$ cat src/pkg/svr_pkg.sv
package svr_pkg;

  // Count byte layout
  localparam int CNT_LSB = 0;
  localparam int CNT_MSB = 5;
  localparam int FIX_BIT = 6;
  localparam int PAR_BIT = 7;
  localparam int CNT_W = 6;

  // Packet geometry
  localparam logic [5:0] NOMINAL_COUNT = 6'h25;
  localparam logic [7:0] NOMINAL_RAW = 8'h25;
  localparam int SERVICE_LEN = 35;
  localparam int HDR_LEN = 8;
  localparam int MIN_CAPTURE = 48;
  localparam int MEM_DEPTH = 64;
  localparam int BYTE_W = 8;
  localparam int REMOVED_W = 8;

  // Values after reset
  localparam logic [7:0] DATA_RST = 8'h00;
  localparam logic [7:0] REMOVED_RST = 8'h00;

  // One byte of a packet stream
  typedef struct packed {
    logic first;
    logic last;
    logic [7:0] data;
  } svr_beat_t;

  // Per-packet outcome, one-cycle pulses
  typedef struct packed {
    logic repaired;
    logic error;
    logic [7:0] removed;
  } svr_report_t;

endpackage

$ cat src/rtl/svr_repair.sv
`timescale 1ns/10ps
module svr_repair #(
  parameter int DEPTH = svr_pkg::MEM_DEPTH,
  parameter int HDR_LEN = svr_pkg::HDR_LEN
) (
  input wire logic clock,
  input wire logic rst,
  input wire logic zero_skip_mode,
  input wire logic in_valid,
  output logic in_ready,
  input wire svr_pkg::svr_beat_t in_beat,
  output logic out_valid,
  input wire logic out_ready,
  output svr_pkg::svr_beat_t out_beat,
  output svr_pkg::svr_report_t report
);

  localparam int AW = $clog2(DEPTH);
  localparam int PW = AW + 1;
  localparam logic [PW-1:0] HDR_P = PW'(HDR_LEN);
  localparam logic [PW-1:0] SVC_P = PW'(svr_pkg::SERVICE_LEN);
  localparam logic [PW-1:0] DEPTH_P = PW'(DEPTH);
  localparam logic [PW-1:0] ONE_P = PW'(1);

  // Storage must be 48 to 256 bytes and hold the header plus the 35 service bytes
  if (DEPTH < svr_pkg::MIN_CAPTURE || DEPTH > 256 || HDR_LEN < 2 ||
      HDR_LEN + svr_pkg::SERVICE_LEN > DEPTH) begin : g_chk
    $error("svr_repair: DEPTH or HDR_LEN out of range");
  end

  typedef enum logic [2:0] {
    ST_CAP,
    ST_CHECK,
    ST_SCAN_RD,
    ST_SCAN_CHK,
    ST_RD,
    ST_LOAD,
    ST_HOLD
  } svr_state_t;

  svr_state_t state_r;
  svr_state_t state_nxt;
  logic [PW-1:0] len_r;
  logic overflow_r;
  logic [7:0] count_byte_r;
  logic mode_r;
  logic [PW-1:0] rd_ptr_r;
  logic [PW-1:0] beg_ptr_r;
  logic [PW-1:0] end_ptr_r;
  logic [7:0] rd_data;
  logic [5:0] cnt;
  logic [5:0] excess;
  logic cnt_good;
  logic cnt_nominal;
  logic wr_fire;
  logic [AW-1:0] wr_addr;
  logic wr_en;
  logic [PW-1:0] start_ptr;
  logic fits;
  logic pass_through;
  logic scan_hit;
  logic scan_fits;
  logic scan_end;
  logic out_fire;

  svr_pkt_mem #(
    .WIDTH(svr_pkg::BYTE_W),
    .DEPTH(DEPTH)
  ) u_mem (
    .clock(clock),
    .wr_en(wr_en),
    .wr_addr(wr_addr),
    .wr_data(in_beat.data),
    .rd_addr(rd_ptr_r[AW-1:0]),
    .rd_data(rd_data)
  );

  svr_count_check u_cc (
    .raw(count_byte_r),
    .count(cnt),
    .excess(excess),
    .good(cnt_good),
    .nominal(cnt_nominal)
  );

  // Input accepted only while capturing; stalls the source otherwise
  assign in_ready = state_r == ST_CAP;
  assign wr_fire = in_valid && in_ready;
  assign wr_addr = in_beat.first ? '0 : len_r[AW-1:0];
  assign wr_en = wr_fire && (in_beat.first || len_r < DEPTH_P);
  assign out_fire = out_valid && out_ready;

  // Count-driven window: header plus excess, then 35 service bytes
  always_comb begin
    start_ptr = HDR_P + PW'(excess);
    fits = (start_ptr + SVC_P) <= len_r;
    pass_through = !cnt_good || overflow_r || !fits;
  end

  // Zero-skip scan decisions on the byte just read
  always_comb begin
    scan_hit = rd_data != 8'h00;
    scan_fits = (rd_ptr_r + SVC_P) <= len_r;
    scan_end = (rd_ptr_r + ONE_P) >= len_r;
  end

  // Next state
  always_comb begin
    state_nxt = state_r;
    case (state_r)
      ST_CAP: begin
        if (wr_fire && in_beat.last) begin
          state_nxt = ST_CHECK;
        end
      end
      ST_CHECK: begin
        if (mode_r && !overflow_r) begin
          state_nxt = ST_SCAN_RD;
        end else begin
          state_nxt = ST_RD;
        end
      end
      ST_SCAN_RD: begin
        state_nxt = ST_SCAN_CHK;
      end
      ST_SCAN_CHK: begin
        if (scan_hit || scan_end) begin
          state_nxt = ST_RD;
        end else begin
          state_nxt = ST_SCAN_RD;
        end
      end
      ST_RD: begin
        state_nxt = ST_LOAD;
      end
      ST_LOAD: begin
        state_nxt = ST_HOLD;
      end
      ST_HOLD: begin
        if (out_fire) begin
          state_nxt = out_beat.last ? ST_CAP : ST_RD;
        end
      end
      default: begin
        state_nxt = ST_CAP;
      end
    endcase
  end

  always_ff @(posedge clock or posedge rst) begin
    if (rst) begin
      state_r <= ST_CAP;
    end else begin
      state_r <= state_nxt;
    end
  end

  // Byte count of the stored packet and overflow tracking
  always_ff @(posedge clock or posedge rst) begin
    if (rst) begin
      len_r <= '0;
      overflow_r <= 1'b0;
    end else if (wr_fire) begin
      if (in_beat.first) begin
        len_r <= ONE_P;
        overflow_r <= 1'b0;
      end else if (len_r < DEPTH_P) begin
        len_r <= len_r + ONE_P;
      end else begin
        overflow_r <= 1'b1;
      end
    end
  end

  // Count byte and mode caught with the final byte
  always_ff @(posedge clock or posedge rst) begin
    if (rst) begin
      count_byte_r <= svr_pkg::DATA_RST;
      mode_r <= 1'b0;
    end else if (wr_fire && in_beat.last) begin
      count_byte_r <= in_beat.data;
      mode_r <= zero_skip_mode;
    end
  end

  // Read window pointers
  always_ff @(posedge clock or posedge rst) begin
    if (rst) begin
      rd_ptr_r <= '0;
      beg_ptr_r <= '0;
      end_ptr_r <= '0;
    end else begin
      case (state_r)
        ST_CHECK: begin
          if (mode_r && !overflow_r) begin
            rd_ptr_r <= HDR_P;
          end else if (pass_through) begin
            rd_ptr_r <= '0;
            beg_ptr_r <= '0;
            end_ptr_r <= len_r;
          end else begin
            rd_ptr_r <= start_ptr;
            beg_ptr_r <= start_ptr;
            end_ptr_r <= start_ptr + SVC_P;
          end
        end
        ST_SCAN_CHK: begin
          if (scan_hit && scan_fits) begin
            beg_ptr_r <= rd_ptr_r;
            end_ptr_r <= rd_ptr_r + SVC_P;
          end else if (scan_hit || scan_end) begin
            rd_ptr_r <= '0;
            beg_ptr_r <= '0;
            end_ptr_r <= len_r;
          end else begin
            rd_ptr_r <= rd_ptr_r + ONE_P;
          end
        end
        ST_HOLD: begin
          if (out_fire && !out_beat.last) begin
            rd_ptr_r <= rd_ptr_r + ONE_P;
          end
        end
        default: begin
        end
      endcase
    end
  end

  // Output byte register with valid/ready hold
  always_ff @(posedge clock or posedge rst) begin
    if (rst) begin
      out_valid <= 1'b0;
      out_beat <= '0;
    end else if (state_r == ST_LOAD) begin
      out_valid <= 1'b1;
      out_beat.data <= rd_data;
      out_beat.first <= rd_ptr_r == beg_ptr_r;
      out_beat.last <= (rd_ptr_r + ONE_P) == end_ptr_r;
    end else if (out_fire) begin
      out_valid <= 1'b0;
    end
  end

  // Per-packet outcome pulse
  always_ff @(posedge clock or posedge rst) begin
    if (rst) begin
      report <= '0;
    end else begin
      report <= '0;
      if (state_r == ST_CHECK && !(mode_r && !overflow_r)) begin
        report.error <= pass_through;
        report.repaired <= !pass_through && !cnt_nominal;
        report.removed <= pass_through ?
                          svr_pkg::REMOVED_RST : 8'(excess);
      end else if (state_r == ST_SCAN_CHK && (scan_hit || scan_end)) begin
        report.error <= !(scan_hit && scan_fits);
        report.repaired <= scan_hit && scan_fits &&
                           rd_ptr_r != HDR_P;
        report.removed <= (scan_hit && scan_fits) ?
                          8'(rd_ptr_r - HDR_P) :
                          svr_pkg::REMOVED_RST;
      end
    end
  end

endmodule

$ cat src/rtl/svr_pkt_mem.sv
`timescale 1ns/10ps
module svr_pkt_mem #(
  parameter int WIDTH = svr_pkg::BYTE_W,
  parameter int DEPTH = svr_pkg::MEM_DEPTH
) (
  input wire logic clock,
  input wire logic wr_en,
  input wire logic [$clog2(DEPTH)-1:0] wr_addr,
  input wire logic [WIDTH-1:0] wr_data,
  input wire logic [$clog2(DEPTH)-1:0] rd_addr,
  output logic [WIDTH-1:0] rd_data
);

  logic [WIDTH-1:0] mem [DEPTH];

  if (DEPTH < 2 || WIDTH < 1) begin : g_chk
    $error("svr_pkt_mem: bad geometry");
  end

  // Write port
  always_ff @(posedge clock) begin
    if (wr_en) begin
      mem[wr_addr] <= wr_data;
    end
  end

  // Registered read, one cycle latency
  always_ff @(posedge clock) begin
    rd_data <= mem[rd_addr];
  end

endmodule

$ cat src/rtl/svr_count_check.sv
`timescale 1ns/10ps
module svr_count_check (
  input wire logic [7:0] raw,
  output logic [5:0] count,
  output logic [5:0] excess,
  output logic good,
  output logic nominal
);

  logic parity_ok;
  logic fix_ok;
  logic not_short;

  // Field split and sanity checks
  always_comb begin
    count = raw[svr_pkg::CNT_MSB:svr_pkg::CNT_LSB];
    parity_ok = ^raw;
    fix_ok = !raw[svr_pkg::FIX_BIT];
    not_short = count >= svr_pkg::NOMINAL_COUNT;
    good = parity_ok && fix_ok && not_short;
    nominal = raw == svr_pkg::NOMINAL_RAW;
    excess = not_short ? count - svr_pkg::NOMINAL_COUNT : 6'h00;
  end

endmodule

$ cat config.mk
export PLATFORM = sky130hd
export DESIGN_NAME = svr_repair
export DESIGN_NICKNAME = d
export VERILOG_FILES = /design/src/pkg/svr_pkg.sv /design/src/rtl/svr_repair.sv /design/src/rtl/svr_pkt_mem.sv /design/src/rtl/svr_count_check.sv
export SDC_FILE = /design/constraint.sdc
export NUM_CORES = 1
export LEC_CHECK = 0
export BUFFER_PORTS_ARGS = -buffer_cell sky130_fd_sc_hd__buf_2
export CORE_MARGIN = 1
export CORE_UTILIZATION = 57
export DETAILED_ROUTE_END_ITERATION = 16
export HOLD_SLACK_MARGIN = 0.12
export PLACE_DENSITY_LB_ADDON = 0.15
export SLEW_MARGIN = 20
export SYNTH_ARGS = -nofsm -noshare
export SYNTH_HDL_FRONTEND = slang
export SYNTH_SLANG_ARGS = --single-unit
export TNS_END_PERCENT = 10
$ cat constraint.sdc
create_clock -name clock -period 13.8 [get_ports clock]
set_input_delay 0.69 -clock clock [delete_from_list [all_inputs] [get_ports clock]]
set_output_delay 0.69 -clock clock [all_outputs]
set_load 0.01 [all_outputs]
# Word-level counts from Yosys, hierarchy flattened
# Memories as Yosys holds them, arrays and structs flattened. A register that Yosys moved wholly into a read port is not among the register bits.
# Index checks and enable logic that the tools add are counted.
# word_totals
reg_bits	62
ramBits	512
inputBits	15
output_inout_bits	22
elab_cells	118
memories	1
# mem_list
memory	words	word_bits	rd	rd_clocked_by_memory_dff	wr	line	source
u_mem.mem	64	8	1	1	1	svr_pkt_mem.sv:14	logic [WIDTH-1:0] mem [DEPTH];
# classes
addsub	7
order_cmp	5
n_eq_ne	17
mux	35
reduce_logical	38
# op_table
op	n
2-to-1 mux 7 bit	14
one-hot mux 7 bit (2 select lines)	2
one-hot mux 3 bit (7 select lines)	1
one-hot mux 7 bit (3 select lines)	1
2-to-1 mux 10 bit	2
2-to-1 mux 6 bit	3
2-to-1 mux 3 bit	5
adder 7 x 1 -> 7 bit, second input constant	2
adder 7 x 6 -> 7 bit, second input constant	2
== test 7 bit	2
less-or-equal comparator 7 bit	2
logical AND 1 bit	13
!= test 2 bit, second input constant	5
== test 3 bit, second input constant	3
logical NOT 1 bit	9
== test 8 x 6 -> 1 bit, second input constant	1
2-to-1 mux 8 bit	1
nonzero test 8 bit	1
XOR reduction 8 bit	1
subtractor 7 x 4 -> 8 bit, second input constant	1
adder 4 x 6 -> 7 bit, first input constant	1
>= comparator 7 bit	1
less-than comparator 7 bit, second input constant	1
!= test 7 x 4 -> 1 bit, second input constant	1
13 further kinds	27

# Depth between registers and ports, before layout
# logic_depth
ltp_word	10
ltp_mapped	22
depth_no_buf	18

# Hierarchy
# Synthesis repeated with hierarchy kept, for this count alone.
# hier_totals
cells_unflattened	1403
hier_area_um2	24624.9
# by_module_without_submodules
mod	instances	cells_each	area_per_inst_um2	seq_area_each_um2
svr_pkt_mem	1	940	20166.8	15534.9
svr_repair	1	423	4129.0	1551.5
svr_count_check	1	40	329.1	0.0

# Least setup slack after synthesis
# No wires, ideal clock.
# synth_path
path_type	register to register
startpoint	register count_byte_r[0]
endpoint	register end_ptr_r[6]
setup_ps	110
arrival_time_ps	4263
required_ps	13690
slack_ps	9427
path_stages_with_launch	23
path_buffers	4
synth_period_minus_slack_ps	4373
cell_sequence	dfrtp_1 -> clkbuf_1 -> inv_1 -> ha_1 -> buf_2 -> nor2b_1 -> o21ai_0 -> clkbuf_1 -> nand2b_1 -> ha_1 -> nor4b_1 -> a31oi_1 -> o2111ai_1 -> o221a_2 -> xnor2_1 -> ha_1 -> nand4_1 -> a21oi_1 -> o22ai_1 -> and2_0 -> buf_2 -> nor3_1 -> o41ai_1
# synth_between
elab_chain_cells	10
elab_cells_between_ends	16
classes_between	add/sub: 3; order compare: 2; mux: 4; reduce/logical: 7
# synth_rtl
item	line	source
start, declared	svr_repair.sv:45	logic [7:0] count_byte_r;
start signal, assigned	svr_repair.sv:178	count_byte_r <= svr_pkg::DATA_RST;
start signal, assigned	svr_repair.sv:181	count_byte_r <= in_beat.data;
subtractor 6 bit / >= comparator 6 bit (equally long branches)	svr_count_check.sv:22, svr_count_check.sv:19	
2-to-1 mux 6 bit	svr_count_check.sv:22	excess = not_short ? count - svr_pkg::NOMINAL_COUNT : 6'h00;
adder 4 x 6 -> 7 bit	svr_repair.sv:95	start_ptr = HDR_P + PW'(excess);
adder 7 x 6 -> 7 bit	svr_repair.sv:96, svr_repair.sv:204	
less-or-equal comparator 7 bit	svr_repair.sv:96	fits = (start_ptr + SVC_P) <= len_r;
logical NOT 1 bit	svr_repair.sv:97	pass_through = !cnt_good || overflow_r || !fits;
logical OR 1 bit	svr_repair.sv:97	
2-to-1 mux 7 bit *	svr_repair.sv:197	end else if (pass_through) begin
2-to-1 mux 7 bit *	svr_repair.sv:195	if (mode_r && !overflow_r) begin
one-hot mux 7 bit (2 select lines) *	svr_repair.sv:193	case (state_r)
end signal, assigned	svr_repair.sv:200	end_ptr_r <= len_r;
end signal, assigned	svr_repair.sv:204	end_ptr_r <= start_ptr + SVC_P;
end signal, assigned	svr_repair.sv:210	end_ptr_r <= rd_ptr_r + SVC_P;
end, declared	svr_repair.sv:49	logic [PW-1:0] end_ptr_r;
# Mark *: on every way between the ends. The rest lies on a longest branch, timed or not. The select of a mux whose other input is x is not followed.
# A chain may end at the register's enable or synchronous reset.

# Worst setup path after layout
# Ends and elaborated chain as after synthesis.

==> flow_summary.toml <==
[die]
rows = 75
die_w_um = 209
die_y_um = 209
core-area_um2 = 42100
pin_count = 37
die_area_um2 = 43800
start_util = 0.581

[final_layout]
area_growth_syn_to_layout_pct = 10.3
multi_input_area_um2 = 6870
stdcell_count = 2115
fin_util = 0.641
fillers = 2933
drive_gt1_frac = 0.161
finalNetCount = 1576
regArea_um2 = 17100
antennaDiodeCount = 0

[synthesis]
synth.most_common_cell = "edfxtp_1"
yosysSeqAreaShare = 0.698
synth-seq-cells = 582
syn_inst = 1496
avgSynthCellArea_um2 = 16.4
yosys.area.top_type = "edfxtp_1"
yosys-top-cells-count = "edfxtp_1, mux2i_1, nor2_1"
synth-async-reset-ratio = 0.107
synthFlopType = "edfxtp_1"
netlist_area_um2 = 24500
synth_top_area_share = 0.628
ys_top_cells_by_area = "edfxtp_1, mux4_2, dfrtp_1, mux2i_1, o221ai_1"
yosysWarnings = 0
synth_nets = 1545
synthDistinctLibCells = 74
synth_edf_count = 512

[timing]
fin_crit_ns = 5.39
relSlewSlack = 0.357
worst_pin_slew_ns = 0.961
hold_violations = 0
setup_viol = 0
rsz0062_at_grt = "no"
fin_tns_setup_ns = 0
fmax_ghz = 0.186
fin_skew_ns = 0.0197
final_max_slew_viol_count = 0
period_share = 0.390

[pwr]
power_density_nw_per_um2 = 190
finalPower_mw = 5.12
vdd_drop_max_mv = 0.0982
internal-power_mw = 3.49
p_clk_frac = 0.305
p_leak_nw = 8.80
switching_share = 0.318
pwr-share-seq = 0.420
combPwrFrac = 0.275
p_switching_mw = 1.63

[routing]
avgRoutedWirePerCell_um = 26.9
via_per_inst = 6.43
drtPass1Iterations = 5
routed_wl_um = 56900
dr.first_iter.drc_count = 1554
via_count = 13600
drc_errors = 0
final_antenna_net_count = 0

[critical_path]
ff2ff_setup_slack_ns = 8.41
worstPathRequired_ns = 14.30
startpoint_type = "flop"
endpoint_kind = "flop"
critPathKind = "reg2reg"
critPathMaxFanout = 13
reg2regPathDepth = 18
arrival_ns = 5.89

[grt]
grt_start_max_net_pins = 114
grt_util_all_layers = 0.267
grt_pass1_vias = 13300
antenna_found_initial = 0
grt-ovfl-total = 0
grt_pass1_wl_um = 85600

[clock_tree]
postCtsSetupBuffers = 0
htreeDepth = 2
cts_buffers = 58
clockBufferDepth = 3
clk-insertion-delay-late_ns = 0.62
cts.sinks = 582
cts_tree = "yes"
clk_pin_slew_worst_paths_ns = 0.06
root_buffer = "clkbuf_16"

[place]
placed_cells = 2005
gp_congestion = 0.931
io_buffers = 36
dpl.hpwl_um = 35100

[status]
status = "finished clean"

[worst_hold_path]
hp-class = "in2reg"
holdPathStages = 2

[flow_run]
maxCapViolCount = 0
worst max-delay path, stage by stage, from the launching register on:
cell and delay, ns:
dfrtp_1 0.62, inv_1 0.12, ha_1 0.34, nor2b_1 0.19, o21ai_1 0.60, nand2_1 0.20
ha_1 0.27, nor4b_1 0.26, a31oi_1 0.13, o2111ai_1 0.21, o221a_2 0.25, xnor2_1 0.14
ha_1 0.27, nand4_1 0.12, a21oi_1 0.05, o22ai_1 0.59, and2_0 0.44, nor3_1 0.11
o41ai_1 0.36
cells by family (layout without fill, tap and decap cells):
group,count (synthesis),count (layout),synth area share
adder cells (fa/ha/maj),34,34,0.0174
AND/OR/NAND/NOR,255,255,0.0497
XOR/XNOR,40,40,0.0143
AO/OA/AOI/OAI,255,255,0.0739
multiplexers,215,215,0.125
flip-flops,582,582,0.698
buffers and inverters,115,195,0.0221
metrics by stage:
stage,area (um^2),hold WS (ns),worst slack (ns)
2_1_floorplan,24500,0.464,9.43
4_1_cts,27000,0.280,8.16
6_report,27000,0.308,8.41
3_5_place_dp,25100,0.476,8.18
3_3_place_gp,25100,0.465,8.42
5_1_grt,27000,0.284,7.96
registers in the layout, indices dropped and copies added, names as in the netlist:
signal	count
u_mem.mem	512
out_beat	10
report	10
count_byte_r	8
u_mem.rd_data	8
beg_ptr_r	7
end_ptr_r	7
len_r	7
rd_ptr_r	7
state_r	3
mode_r	1
out_valid	1
overflow_r	1
layer usage:
layer,vias up,track usage,wire [um]
met2,501,0.420,27200
li1,6045,-,-
met4,0,0.0837,1530
met5,-,0,0
met3,96,0.0365,3480
met1,6956,0.390,24700
power by group through the flow:
stage                     logic [mW]  registers [mW]  clock network (mW)
after floorplan                 1.09            2.08                   0
after global placement          1.38            2.18                   0
after detailed placement        1.40            2.18                   0
after CTS                       1.40            2.15                1.59
after global routing            1.52            2.16                1.65
final                           1.41            2.15                1.56
cell type report:
| type | count | share of cell area |
|---|---|---|
| Multi-Input combinational cell | 799 | 0.254 |
| Timing Repair Buffer | 56 | 0.0130 |
| Clock inverter | 40 | 0.0137 |
| Sequential cell | 582 | 0.633 |
| Tap cell | 539 | 0.0250 |
| Clock buffer | 69 | 0.0568 |
| Inverter | 30 | 0.00417 |
cells in the final DEF (no fill, tap or decap), drive strengths merged, types with 4 or more instances in the layout:
master	n
a211o	6
a211oi	23
a21o	8
a21oi	26
a31oi	9
and3	4
buf	55
bufinv	6
clkbuf	69
clkinv	30
clkinvlp	4
dfrtp	62
dfxtp	8
edfxtp	512
ha	34
inv	30
mux2	24
mux2i	121
mux4	70
nand2	61
nand2b	4
nand3	27
nand4	8
nor2	94
nor2b	11
nor3	17
nor4	9
o211ai	6
o21a	4
o21ai	39
o221ai	56
o22ai	42
o31ai	5
o32ai	11
or2	4
xnor2	25
xor2	15
worst paths after layout:
path                                                  start                        to
worst min-delay path                         zero_skip_mode        mode_r$_DFFE_PP0P_
min in group asynchronous                               rst       report[6]$_DFF_PP0_
worst max register to register  count_byte_r[0]$_DFFE_PP0P_  end_ptr_r[6]$_DFFE_PP0P_
worst min register to register      out_beat[9]$_DFFE_PP0P_   out_beat[9]$_DFFE_PP0P_
worst max-delay path            count_byte_r[0]$_DFFE_PP0P_  end_ptr_r[6]$_DFFE_PP0P_
max in group asynchronous                               rst   rd_ptr_r[1]$_DFFE_PP0P_
timing repair:
action,4_1_cts,5_1_grt
hold endpoints to repair,11,0
hold buffers,1,0
resized for setup,0,0
Power figures use the tool's default switching activity.
